### config.mk
export PLATFORM = sky130hd
export DESIGN_NAME = shplim_top
export DESIGN_NICKNAME = d
export VERILOG_FILES = /design/src/shared/shplim_pkg.sv /design/src/verilog/shplim_top.sv
export VERILOG_INCLUDE_DIRS = /design/src /design/src/shared
export SDC_FILE = /design/constraint.sdc
export NUM_CORES = 2
export LEC_CHECK = 0
export BUFFER_PORTS_ARGS = -buffer_cell sky130_fd_sc_hd__buf_2
export CAP_MARGIN = 20
export CORE_MARGIN = 8
export CORE_UTILIZATION = 45
export DETAILED_ROUTE_END_ITERATION = 8
export PLACE_DENSITY = 0.66
export REMOVE_ABC_BUFFERS = 1
export SLEW_MARGIN = 10
export SYNTH_ARGS = -nofsm -noshare
export SYNTH_HDL_FRONTEND = slang
export SYNTH_SLANG_ARGS = --single-unit
### constraint.sdc
create_clock -name clk -period 8.35 [get_ports clk]
set_input_delay 0.4175 -clock clk [delete_from_list [all_inputs] [get_ports clk]]
set_output_delay 0.4175 -clock clk [all_outputs]
set_load 0.02 [all_outputs]
### src/shared/shplim_defs.svh
// Constants for the safe homing and limited position block
`ifndef SHPLIM_DEFS_SVH
`define SHPLIM_DEFS_SVH
`define SHPLIM_POS_W 32
`define SHPLIM_MODE_DIRECT 2'h0
`define SHPLIM_MODE_REF_SWITCH 2'h1
`define SHPLIM_MODE_OFFSET 2'h2
`define SHPLIM_MODE_OFFSET_CORR 2'h3
`define SHPLIM_DECEL_DEFAULT 32'h3FFF_0001
`define SHPLIM_CLK_MHZ 100
`define SHPLIM_DELAY_W 32
`define SHPLIM_TICK_W 8
`define SHPLIM_TICKS_PER_US (`SHPLIM_CLK_MHZ)
`endif

### src/shared/shplim_pkg.sv
// Types for the safe homing and limited position block
package shplim_pkg;
    typedef enum logic [1:0] {
        SHPLIM_MODE_DIRECT_E = 2'b00,
        SHPLIM_MODE_REFSW_E = 2'b01,
        SHPLIM_MODE_OFFSET_E = 2'b10,
        SHPLIM_MODE_OFFCOR_E = 2'b11
    } shplim_mode_type;

    typedef struct packed {
        shplim_mode_type mode;
        logic edge_positive;
        logic trigger_positive;
        logic ref_pulse_used;
        logic max_pos_used;
        logic encoder_absolute;
        logic encoder_rotary;
        logic [31:0] home_offset;
        logic [31:0] max_trigger_speed;
        logic [31:0] blocking_counts;
        logic [31:0] pos_tolerance;
        logic [31:0] speed_tolerance;
        logic [31:0] slp_lower;
        logic [31:0] slp_upper;
        logic [31:0] smp_lower;
        logic [31:0] smp_upper;
        logic [31:0] counting_range;
        logic [31:0] slp_delay_us;
        logic [31:0] decel_ramp;
    } shplim_cfg_type;

    typedef enum logic [2:0] {
        SHPLIM_IDLE = 3'b000,
        SHPLIM_WAIT_EDGE = 3'b001,
        SHPLIM_BLOCKING = 3'b010,
        SHPLIM_WAIT_PULSE = 3'b011,
        SHPLIM_HOMED = 3'b100
    } shplim_home_state_type;

    typedef enum logic [1:0] {
        SHPLIM_SLP_OFF = 2'b00,
        SHPLIM_SLP_DELAY = 2'b01,
        SHPLIM_SLP_ACTIVE = 2'b10
    } shplim_slp_state_type;
endpackage

### src/verilog/shplim_top.sv
// Safe homing, home offset and limited position window monitoring
`timescale 1ns/1ps
`default_nettype none
`include "shplim_defs.svh"

// Operation
// RULE1: Reference pulse homing needs a rotary safety encoder pulsing once per turn; encoder_rotary is not checked.
// RULE2: After switch edge, ignore pulses over blocking distance; home on next pulse.
// RULE3: Homing valid only with unchanged direction and speed under trigger limit.
// RULE4: Direction reversal during pulse search discards it; switch must be passed again.
// RULE5: Overspeed during pulse search enters acknowledgeable functional fail-safe.
// RULE6: Functional fail-safe clears no-error output and removes drive torque.
// RULE7: Offset modes add offset to encoder position and ignore home switch.
// RULE8: Correction mode wraps offset by counting range if outside max limits.
// RULE9: Offset mode with non-absolute encoder enters non-acknowledgeable fail-safe.
// RULE10: Position window larger than counting range enters non-acknowledgeable fail-safe.
// RULE11: Correction mode without maximum position monitor enters non-acknowledgeable fail-safe.
// RULE12: Non-acknowledgeable fail-safe leaves only by power cycle, never acknowledge.
// RULE13: Movement range must not exceed safe counting range for correction.
// RULE14: Limited position request is active low.
// RULE15: Wait configured start delay in microseconds before window monitoring.
// RULE16: Active monitoring compares position with lower and upper limits.
// RULE17: Hold deceleration ramp slope, default 1073676289.
// RULE18: Four homing modes; direct is default.
// RULE19: Keep standstill speed and position tolerances for direction monitoring; only pos_tolerance is used, speed_tolerance is not.
// RULE20: Without reference pulse, adopt home position at the switch edge.
// RULE21: Homing not done within monitoring time enters functional fail-safe.
// RULE22: Blocking distance counts from the switch edge, in encoder counts.
// RULE23: Reverse motion beyond position tolerance counts as direction reversal.
// RULE24: New command or discarded search resets blocking and pulse state.
module shplim_top (
    input wire logic clk,
    input wire logic sys_rst,
    input wire shplim_pkg::shplim_cfg_type cfg,
    input wire logic [31:0] homing_timeout_cycles,
    input wire logic homing_request,
    input wire logic home_switch_in,
    input wire logic ref_pulse_in,
    input wire logic [31:0] encoder_position,
    input wire logic [31:0] encoder_speed,
    input wire logic encoder_valid,
    input wire logic limited_position_request_n,
    input wire logic error_ack,
    output logic no_function_error_out,
    output logic fail_safe_out,
    output logic torque_enable,
    output logic safe_position_valid,
    output logic [31:0] machine_position,
    output logic limited_position_monitor,
    output logic limited_position_violation,
    output logic [31:0] decel_ramp_out
);
    shplim_pkg::shplim_home_state_type home_reg;
    shplim_pkg::shplim_slp_state_type slp_reg;
    logic func_err_reg;
    logic fail_safe_reg;
    logic req_d_reg;
    logic sw_d_reg;
    logic pulse_d_reg;
    logic [31:0] offset_reg;
    logic [31:0] anchor_reg;
    logic [31:0] extreme_reg;
    logic [31:0] home_timer_reg;
    logic [31:0] delay_us_reg;
    logic [7:0] tick_reg;
    logic [31:0] raw_sum;
    logic [31:0] travelled;
    logic [31:0] back_move;
    logic move_pos;
    logic speed_ok;
    logic sw_edge;
    logic pulse_rise;
    logic home_cmd;
    logic cfg_bad;
    logic reverse_seen;
    logic overspeed_search;
    logic timeout_hit;
    logic slp_fault;
    logic in_search;

    function automatic logic [31:0] abs_val(input logic [31:0] v);
        abs_val = v[31] ? 32'(-v) : v;
    endfunction

    function automatic logic in_window(input logic [31:0] p, input logic [31:0] lo,
                                       input logic [31:0] hi);
        in_window = ($signed(p) >= $signed(lo)) && ($signed(p) <= $signed(hi));
    endfunction

    assign move_pos = ~encoder_speed[31];
    assign speed_ok = abs_val(encoder_speed) <= cfg.max_trigger_speed; // RULE3
    assign home_cmd = homing_request & ~req_d_reg;
    // Edge polarity is judged in the direction of travel
    assign sw_edge = (home_switch_in != sw_d_reg) &&
        ((home_switch_in ^ ~move_pos) == cfg.edge_positive) &&
        (move_pos == cfg.trigger_positive) && speed_ok;
    assign pulse_rise = ref_pulse_in & ~pulse_d_reg;
    assign raw_sum = 32'(encoder_position + cfg.home_offset); // RULE7
    assign travelled = abs_val(32'(encoder_position - anchor_reg)); // RULE22
    // Motion against the trigger direction, measured from the furthest point reached
    assign back_move = cfg.trigger_positive ? 32'(extreme_reg - encoder_position)
                                            : 32'(encoder_position - extreme_reg);
    assign in_search = (home_reg == shplim_pkg::SHPLIM_BLOCKING) ||
                       (home_reg == shplim_pkg::SHPLIM_WAIT_PULSE);
    assign reverse_seen = in_search && !back_move[31] &&
                          (back_move > cfg.pos_tolerance); // RULE19 RULE23
    assign overspeed_search = in_search && !speed_ok; // RULE5
    assign timeout_hit = (home_reg == shplim_pkg::SHPLIM_WAIT_EDGE || in_search) &&
                         (home_timer_reg >= homing_timeout_cycles); // RULE21

    // Configuration consistency, checked continuously
    always_comb begin
        cfg_bad = 1'b0;
        if ((cfg.mode == shplim_pkg::SHPLIM_MODE_OFFSET_E ||
             cfg.mode == shplim_pkg::SHPLIM_MODE_OFFCOR_E) && !cfg.encoder_absolute) begin
            cfg_bad = 1'b1; // RULE9
        end
        if (32'(cfg.slp_upper - cfg.slp_lower) > cfg.counting_range) begin
            cfg_bad = 1'b1; // RULE10
        end
        if (cfg.max_pos_used && 32'(cfg.smp_upper - cfg.smp_lower) > cfg.counting_range) begin
            cfg_bad = 1'b1; // RULE10
        end
        if (cfg.mode == shplim_pkg::SHPLIM_MODE_OFFCOR_E && !cfg.max_pos_used) begin
            cfg_bad = 1'b1; // RULE11
        end
    end

    always_ff @(posedge clk) begin
        if (sys_rst) begin
            req_d_reg <= 1'b0;
            sw_d_reg <= home_switch_in;
            pulse_d_reg <= ref_pulse_in;
        end else begin
            req_d_reg <= homing_request;
            sw_d_reg <= home_switch_in;
            pulse_d_reg <= ref_pulse_in;
        end
    end

    // Latched: only a power cycle (reset) clears it
    always_ff @(posedge clk) begin
        if (sys_rst) begin
            fail_safe_reg <= 1'b0;
        end else if (cfg_bad) begin
            fail_safe_reg <= 1'b1; // RULE12
        end
    end

    // Homing sequencer
    always_ff @(posedge clk) begin
        if (sys_rst) begin
            home_reg <= shplim_pkg::SHPLIM_IDLE;
            offset_reg <= 32'h0000_0000;
            anchor_reg <= 32'h0000_0000;
            extreme_reg <= 32'h0000_0000;
            home_timer_reg <= 32'h0000_0000;
        end else if (func_err_reg || fail_safe_reg) begin
            home_reg <= shplim_pkg::SHPLIM_IDLE;
            home_timer_reg <= 32'h0000_0000;
        end else if (home_cmd) begin
            home_timer_reg <= 32'h0000_0000;
            anchor_reg <= encoder_position; // RULE24
            extreme_reg <= encoder_position; // RULE24
            case (cfg.mode) // RULE18
                shplim_pkg::SHPLIM_MODE_REFSW_E: begin
                    home_reg <= shplim_pkg::SHPLIM_WAIT_EDGE;
                end
                shplim_pkg::SHPLIM_MODE_OFFSET_E: begin
                    offset_reg <= cfg.home_offset; // RULE7
                    home_reg <= shplim_pkg::SHPLIM_HOMED;
                end
                shplim_pkg::SHPLIM_MODE_OFFCOR_E: begin
                    // Shift by one counting range toward the movement range
                    if ($signed(raw_sum) < $signed(cfg.smp_lower)) begin
                        offset_reg <= 32'(cfg.home_offset + cfg.counting_range); // RULE8
                    end else if ($signed(raw_sum) > $signed(cfg.smp_upper)) begin
                        offset_reg <= 32'(cfg.home_offset - cfg.counting_range); // RULE8
                    end else begin
                        offset_reg <= cfg.home_offset;
                    end
                    home_reg <= shplim_pkg::SHPLIM_HOMED;
                end
                default: begin
                    offset_reg <= 32'h0000_0000;
                    home_reg <= shplim_pkg::SHPLIM_HOMED;
                end
            endcase
        end else begin
            if (home_reg != shplim_pkg::SHPLIM_HOMED && home_reg != shplim_pkg::SHPLIM_IDLE) begin
                home_timer_reg <= 32'(home_timer_reg + 32'h0000_0001);
            end
            if (in_search && (cfg.trigger_positive ?
                    $signed(encoder_position) > $signed(extreme_reg) :
                    $signed(encoder_position) < $signed(extreme_reg))) begin
                extreme_reg <= encoder_position;
            end
            case (home_reg)
                shplim_pkg::SHPLIM_WAIT_EDGE: begin
                    if (sw_edge) begin
                        anchor_reg <= encoder_position;
                        extreme_reg <= encoder_position;
                        if (cfg.ref_pulse_used) begin
                            home_reg <= shplim_pkg::SHPLIM_BLOCKING; // RULE2
                        end else begin
                            offset_reg <= 32'(cfg.home_offset - encoder_position); // RULE20
                            home_reg <= shplim_pkg::SHPLIM_HOMED;
                        end
                    end
                end
                shplim_pkg::SHPLIM_BLOCKING: begin
                    if (reverse_seen) begin
                        home_reg <= shplim_pkg::SHPLIM_WAIT_EDGE; // RULE4
                    end else if (travelled >= cfg.blocking_counts) begin
                        home_reg <= shplim_pkg::SHPLIM_WAIT_PULSE; // RULE2
                    end
                end
                shplim_pkg::SHPLIM_WAIT_PULSE: begin
                    if (reverse_seen) begin
                        home_reg <= shplim_pkg::SHPLIM_WAIT_EDGE; // RULE4
                    end else if (pulse_rise && speed_ok) begin
                        offset_reg <= 32'(cfg.home_offset - encoder_position); // RULE2
                        home_reg <= shplim_pkg::SHPLIM_HOMED; // RULE3
                    end
                end
                shplim_pkg::SHPLIM_HOMED: begin
                    if (!encoder_valid) begin
                        home_reg <= shplim_pkg::SHPLIM_IDLE;
                    end
                end
                default: begin
                    home_reg <= home_reg;
                end
            endcase
        end
    end

    // Microsecond tick divider for the start delay
    always_ff @(posedge clk) begin
        if (sys_rst || slp_reg != shplim_pkg::SHPLIM_SLP_DELAY) begin
            tick_reg <= 8'h00;
        end else if (tick_reg == 8'(`SHPLIM_TICKS_PER_US - 1)) begin
            tick_reg <= 8'h00;
        end else begin
            tick_reg <= 8'(tick_reg + 8'h01);
        end
    end

    assign slp_fault = (slp_reg == shplim_pkg::SHPLIM_SLP_ACTIVE &&
        (!in_window(machine_position, cfg.slp_lower, cfg.slp_upper) ||
         !safe_position_valid)) ||
        (slp_reg != shplim_pkg::SHPLIM_SLP_OFF && !safe_position_valid);

    // Limited position window monitor
    always_ff @(posedge clk) begin
        if (sys_rst || func_err_reg || fail_safe_reg) begin
            slp_reg <= shplim_pkg::SHPLIM_SLP_OFF;
            delay_us_reg <= 32'h0000_0000;
        end else if (limited_position_request_n) begin
            slp_reg <= shplim_pkg::SHPLIM_SLP_OFF;
            delay_us_reg <= 32'h0000_0000;
        end else begin
            case (slp_reg)
                shplim_pkg::SHPLIM_SLP_OFF: begin
                    slp_reg <= shplim_pkg::SHPLIM_SLP_DELAY; // RULE14
                    delay_us_reg <= 32'h0000_0000;
                end
                shplim_pkg::SHPLIM_SLP_DELAY: begin
                    if (delay_us_reg >= cfg.slp_delay_us) begin
                        slp_reg <= shplim_pkg::SHPLIM_SLP_ACTIVE; // RULE15
                    end else if (tick_reg == 8'(`SHPLIM_TICKS_PER_US - 1)) begin
                        delay_us_reg <= 32'(delay_us_reg + 32'h0000_0001);
                    end
                end
                default: begin
                    slp_reg <= slp_reg;
                end
            endcase
        end
    end

    // Acknowledgeable functional error; a new event wins over acknowledge
    always_ff @(posedge clk) begin
        if (sys_rst) begin
            func_err_reg <= 1'b0;
        end else if (overspeed_search || timeout_hit || slp_fault) begin
            func_err_reg <= 1'b1; // RULE5
        end else if (error_ack) begin
            func_err_reg <= 1'b0;
        end
    end

    always_ff @(posedge clk) begin
        if (sys_rst) begin
            machine_position <= 32'h0000_0000;
            limited_position_violation <= 1'b0;
            decel_ramp_out <= `SHPLIM_DECEL_DEFAULT;
        end else begin
            machine_position <= 32'(encoder_position + offset_reg); // RULE7
            limited_position_violation <= slp_fault; // RULE16
            decel_ramp_out <= cfg.decel_ramp; // RULE17
        end
    end

    // Speed tolerance is carried in the config; no logic in the project uses it
    assign no_function_error_out = ~func_err_reg & ~fail_safe_reg; // RULE6
    assign torque_enable = ~func_err_reg & ~fail_safe_reg; // RULE6
    assign fail_safe_out = fail_safe_reg;
    assign safe_position_valid = (home_reg == shplim_pkg::SHPLIM_HOMED) && encoder_valid;
    assign limited_position_monitor = (slp_reg == shplim_pkg::SHPLIM_SLP_ACTIVE); // RULE16
    // RULE19: pos_tolerance used by reversal detection
endmodule
`default_nettype wire

## Word level (Yosys, flattened, before mapping)

Cells that the tools add are included.

| storage, ports and cells | value |
|---|---|
| register bits after elaboration | 243 |
| latch bits | 0 |
| RAM bits | 0 |
| bits in read-only memories | 0 |
| input bits | 496 |
| output and inout port bits | 70 |
| word-level logic and storage cells | 173 |
| memories kept | 0 |

| operators by class | value |
|---|---|
| $add $sub $neg | 15 |
| multipliers | 0 |
| divide/modulo/power cells | 0 |
| magnitude comparators | 13 |
| equality and inequality tests | 26 |
| shifts and indexed selects | 0 |
| mux-type cells | 41 |
| bitwise logic cells | 10 |
| reduce and logical (&&, ||, !) cells | 52 |

Operators by type and width:

| kind | count |
|---|---|
| $mux W32 | 19 |
| $sub A32 B32 Y32 | 7 |
| $gt A32 B32 Y1 | 5 |
| $ge A32 B32 Y1 | 4 |
| $pmux W32 S2 | 2 |
| $add A32 B32 Y32 | 3 |
| $pmux W32 S3 | 1 |
| $add A32 B1 Y32 const B | 2 |
| $le A32 B32 Y1 | 2 |
| $lt A32 B32 Y1 | 2 |
| $neg A32 Y32 | 2 |
| $mux W3 | 9 |
| $logic_and A1 B1 Y1 | 17 |
| $ne A3 B3 Y1 const B | 5 |
| $pmux W3 S4 | 1 |
| $logic_or A1 B1 Y1 | 11 |
| $reduce_bool A2 Y1 | 5 |
| $add A8 B1 Y8 const B | 1 |
| $eq A8 B7 Y1 const B | 1 |
| $ne A2 B2 Y1 const B | 4 |
| $ne A4 B3 Y1 const B | 2 |
| $mux W1 | 7 |
| $reduce_and A7 Y1 | 1 |
| $eq A2 B2 Y1 const B | 3 |
| 22 further kinds | 41 |

## Logic depth before layout (Yosys ltp)

| depth | value |
|---|---|
| depth after elaboration | 8 |
| gate-level depth with buffers | 28 |
| depth with buffers taken out | 26 |

## Worst setup path before layout

OpenSTA, ideal clock, no wires.

| path | value |
|---|---|
| path kind | input-to-reg |
| start point | input port encoder_position[13] |
| end point | register offset_reg[26] |
| setup time | 0.091 ns |
| arrival time | 5.739 ns |
| path slack | 2.520 ns |
| stages on the path | 26 |
| cell sequence | inv_1 > ha_1 > clkbuf_1 > or4_1 > nor2_1 > nand3_1 > o21ai_0 > a211oi_1 > o311ai_0 > a21oi_1 > o21bai_1 > xor2_1 > ha_1 > nand4_1 > nor3_1 > a221oi_1 > o2111ai_1 > a21oi_1 > or2_2 > clkbuf_1 > nor2_1 > clkbuf_1 > o2bb2ai_1 > a221oi_1 > o21ai_0 > a311oi_1 |

| between the ends | value |
|---|---|
| word-level cells in the longest chain between the ends | 7 |
| elaborated cells on any way between the ends | 22 |

RTL lines:

| what | line | text |
|---|---|---|
| start, declared | shplim_top.sv:39 | `input wire logic [31:0] encoder_position,` |
| branches (longest 7 deep; another with $sub A32 B32 Y32) | -- |  |
| end signal, assigned | shplim_top.sv:170 | `offset_reg <= cfg.home_offset;` |
| end signal, assigned | shplim_top.sv:176 | `offset_reg <= 32'(cfg.home_offset + cfg.counting_range);` |
| end signal, assigned | shplim_top.sv:178 | `offset_reg <= 32'(cfg.home_offset - cfg.counting_range);` |
| end, declared | shplim_top.sv:60 | `logic [31:0] offset_reg;` |

Parallel ways; which one is timed is not known. The select of a mux whose other input is x is not followed.
A chain may end at the register's enable or synchronous reset.

## Worst setup path in the final report

| path | value |
|---|---|
| start point | input port encoder_position[1] |
| end point | register offset_reg[14] |

Same word-level chain as after synthesis.

==> flow_metrics.env <==
export IMPL_finClkSkew_ns=0.0310
export IMPL_cp_arrival_ns=7.68
export IMPL_clock_sinks=243
export IMPL_ys_ff_latch=243
export IMPL_path_class="in2reg"
export IMPL_max_cap_violations=0
export IMPL_antenna_found_initial=31
export IMPL_finalCritPeriodShare_pct=86.6
export IMPL_drt_iter0_drc=3000
export IMPL_htree_levels=2
export IMPL_core_area_um2=79000
export IMPL_std_cell_rows=103
export IMPL_syn_inst=4865
export IMPL_async_flop_share_pct=0
export IMPL_finalSetupTns_ns=0
export IMPL_synth_compound_area_share_pct=27.2
export IMPL_grt_ovfl_total=0
export IMPL_cpMostUsedCell="o21ai_0"
export IMPL_vias=37200
export IMPL_yosysWarnings=0
export IMPL_die_area_um2=89000
export IMPL_finalNetCount=6456
export IMPL_hold_worst_slack_ns=0.0493
export IMPL_viasPerCell=5.84
export IMPL_initial_core_util_pct=45.4
export IMPL_p_leak_nw=19.6
export IMPL_drc=0
export IMPL_die_height_um=298
export IMPL_rsz0062_at_grt="false"
export IMPL_synthesis_area_um2=35900
export IMPL_clock_fmax_mhz=138
export IMPL_required_ns=8.80
export IMPL_hpwl_mm=112
export IMPL_synth_adder_area_share_pct=23.8
export IMPL_seq_area_frac_synth_pct=13.6
export IMPL_p_total_mw=6.18
export IMPL_finalNonFillerCells=6376
export IMPL_worstMarginPinSlew_ns=1.12
export IMPL_slew_viol_final=0
export IMPL_slew_headroom_pct=25.5
export IMPL_power_density_nw_per_um2=152
export IMPL_routed_wirelength_mm=133
export IMPL_startpoint_type="primary input"
export IMPL_grt_pass1_wl_mm=202
export IMPL_gp_congestion=0.981
export IMPL_final_hold_viol_count=0
export IMPL_path_clk_slew_ns=0.06
export IMPL_root_buffer="clkbuf_16"
export IMPL_setup_viol=0
export IMPL_num_io_pins=566
export IMPL_synth_top_family_by_area="compound AO/OA/AOI/OAI gates"
export IMPL_post_route_cells_drive_above_1_share_pct=13.4
export IMPL_grtUsageMet2_pct=47.7
export IMPL_die_x_um=298
export IMPL_avgSynthCellArea_um2=7.37
export IMPL_cp_buffers_inverters=2
export IMPL_crit_family="compound AO/OA/AOI/OAI gates"
export IMPL_status="completed"
export IMPL_grt_pass1_vias=35600
export IMPL_irDropWorstVdd_mv=0.124
export IMPL_synthSimpleGateAreaFrac_pct=19.5
export IMPL_top_usage_layer="met2"
export IMPL_endpoint_kind="flop"
export IMPL_clock_latency_ns=0.56
export IMPL_clockBufferDepth=3
export IMPL_layout_area_overhead_vs_synth_pct=13.4
export IMPL_dr_pass1_iters=8
export IMPL_timing_final_ws_setup_ns=1.12
export IMPL_synth_distinct_cells=98
export IMPL_hp_class="in2reg"
export IMPL_period_needed_ns=7.23
export IMPL_synth_edf_count=0
export IMPL_grt_util_all_layers_pct=28.1
export IMPL_cts_tree="done"
export IMPL_grt_max_degree=106
export IMPL_cpMaxStageDelayCell="nor3_1"
export IMPL_slowest_delay_ns=0.91
export IMPL_fillers=7975
export IMPL_dp_slack_ns=0.889
export IMPL_crit_fanout=11
export IMPL_yosys_area_share_xor_xnor_pct=7.47
export IMPL_synth_ff_type="dfxtp_1"
export IMPL_grt_use_met1_pct=34.5
export IMPL_synthMuxAreaShare_pct=0.694
export IMPL_cts_buffers_inserted=35
export IMPL_routedWlPerCell_um=20.9
export IMPL_port_buffers=532
export IMPL_use_met3_pct=5.42
export IMPL_ant_nets=0
export IMPL_dp_cells=6293
-- path summary, 6_finish.rpt --
kind | from | endpoint | slack, ns | cells after the start
hold / removal | cfg[19] | decel_ramp_out[19]$_SDFF_PP1_ | 0.05 | 2
setup reg to reg | extreme_reg[3]$_SDFFE_PP0P_ | offset_reg[5]$_SDFFE_PP0P_ | 1.60 | 23
setup / recovery | encoder_position[1] | offset_reg[14]$_SDFFE_PP0P_ | 1.12 | 25
hold reg to reg | anchor_reg[1]$_SDFFE_PP0P_ | anchor_reg[1]$_SDFFE_PP0P_ | 0.45 | 2
-- cell usage in the layout, fill, tap and decap left out, types with 44 or more instances in the layout --
master / instances
xor2_1: 113
o21a_1: 66
o211ai_1: 45
or3_1: 44
dfxtp_1: 243
a211oi_1: 51
nand2b_1: 56
nand2_1: 318
o21ai_0: 240
o21bai_1: 57
xnor2_1: 193
nand4_1: 134
nor3_1: 124
a21o_1: 173
ha_1: 667
inv_1: 549
a21oi_1: 433
a31oi_1: 71
nor2b_1: 94
nand3_1: 86
and3_1: 51
nor2_1: 361
buf_2: 531
-- synthesized netlist by cell type, drive strengths merged, types with 9 or more instances --
cell type | instances | share of area [%]
a2111oi | 14 | 0.47
a211o | 12 | 0.29
a211oi | 53 | 1.1
a21boi | 10 | 0.21
a21o | 173 | 3.6
a21oi | 435 | 6.1
a221o | 20 | 0.56
a221oi | 19 | 0.52
a311oi | 16 | 0.39
a31oi | 71 | 1.2
and2 | 14 | 0.24
and3 | 51 | 0.89
and4 | 15 | 0.37
buf | 24 | 0.34
clkbuf | 162 | 1.7
dfxtp | 243 | 14
fa | 10 | 0.56
ha | 667 | 23
inv | 549 | 5.7
mux2i | 17 | 0.47
nand2 | 318 | 3.3
nand2b | 56 | 0.98
nand3 | 88 | 1.3
nand4 | 134 | 2.3
nor2 | 361 | 3.8
nor2b | 95 | 1.7
nor3 | 125 | 1.7
nor3b | 10 | 0.21
nor4 | 22 | 0.38
o2111ai | 9 | 0.22
o211ai | 45 | 0.94
o21a | 68 | 1.4
o21ai | 256 | 3.6
o21bai | 57 | 1.2
o221ai | 21 | 0.51
o311ai | 47 | 1.1
o31a | 10 | 0.25
o31ai | 37 | 0.77
o41ai | 15 | 0.43
or2 | 37 | 0.65
or3 | 45 | 0.80
or4 | 17 | 0.37
xnor2 | 193 | 4.7
xor2 | 113 | 2.8
-- cells by family (layout without fill, tap and decap cells) --
logic type	Yosys count	after routing
compound gates	1470	1470
xor+xnor	306	306
fa+ha+maj	677	677
buf+inv	737	1181
flops	243	243
mux	24	24
other cells	0	17
simple gates	1408	1408
-- layout make-up --
cell class	instances	area [um^2]	share of cell area, %
Multi-Input combinational cell	3885	28200	69.4
Timing Repair Buffer	567	2980	7.32
Clock buffer	44	960	2.36
Sequential cell	243	4860	12.0
Tap cell	1050	1310	3.23
Clock inverter	19	225	0.554
Inverter	551	2070	5.08
Antenna cell	17	42.5	0.105
-- timing repair --
action,4_1_cts,5_1_grt
hold buffers,2,0
endpoints found under the hold margin,2,0
setup buffers,0,0
gates resized for setup,0,0
-- through the flow --
stage               cell area, um^2  utilization (%)
floorplan                     35100                -
global placement              39400             49.9
detailed placement            39400             49.9
CTS                           40600             51.4
global route                  40700             51.5
finish                        40700             51.5
-- layer usage --
layer  part of all wire, %  wire [um]
met1                    42      55400
met2                    46      61500
met3                   7.4       9890
met4                   4.6       6110
met5                 0.089        119
-- power by group --
| part | leakage (nW) | total [mW] | switching, mW | internal (mW) |
|---|---|---|---|---|
| Clock | 0.577 | 1.55 | 0.627 | 0.918 |
| Sequential | 1.99 | 1.34 | 0.0940 | 1.25 |
| Combinational | 17.0 | 3.29 | 2.00 | 1.29 |
Power figures use the tool's default switching activity.
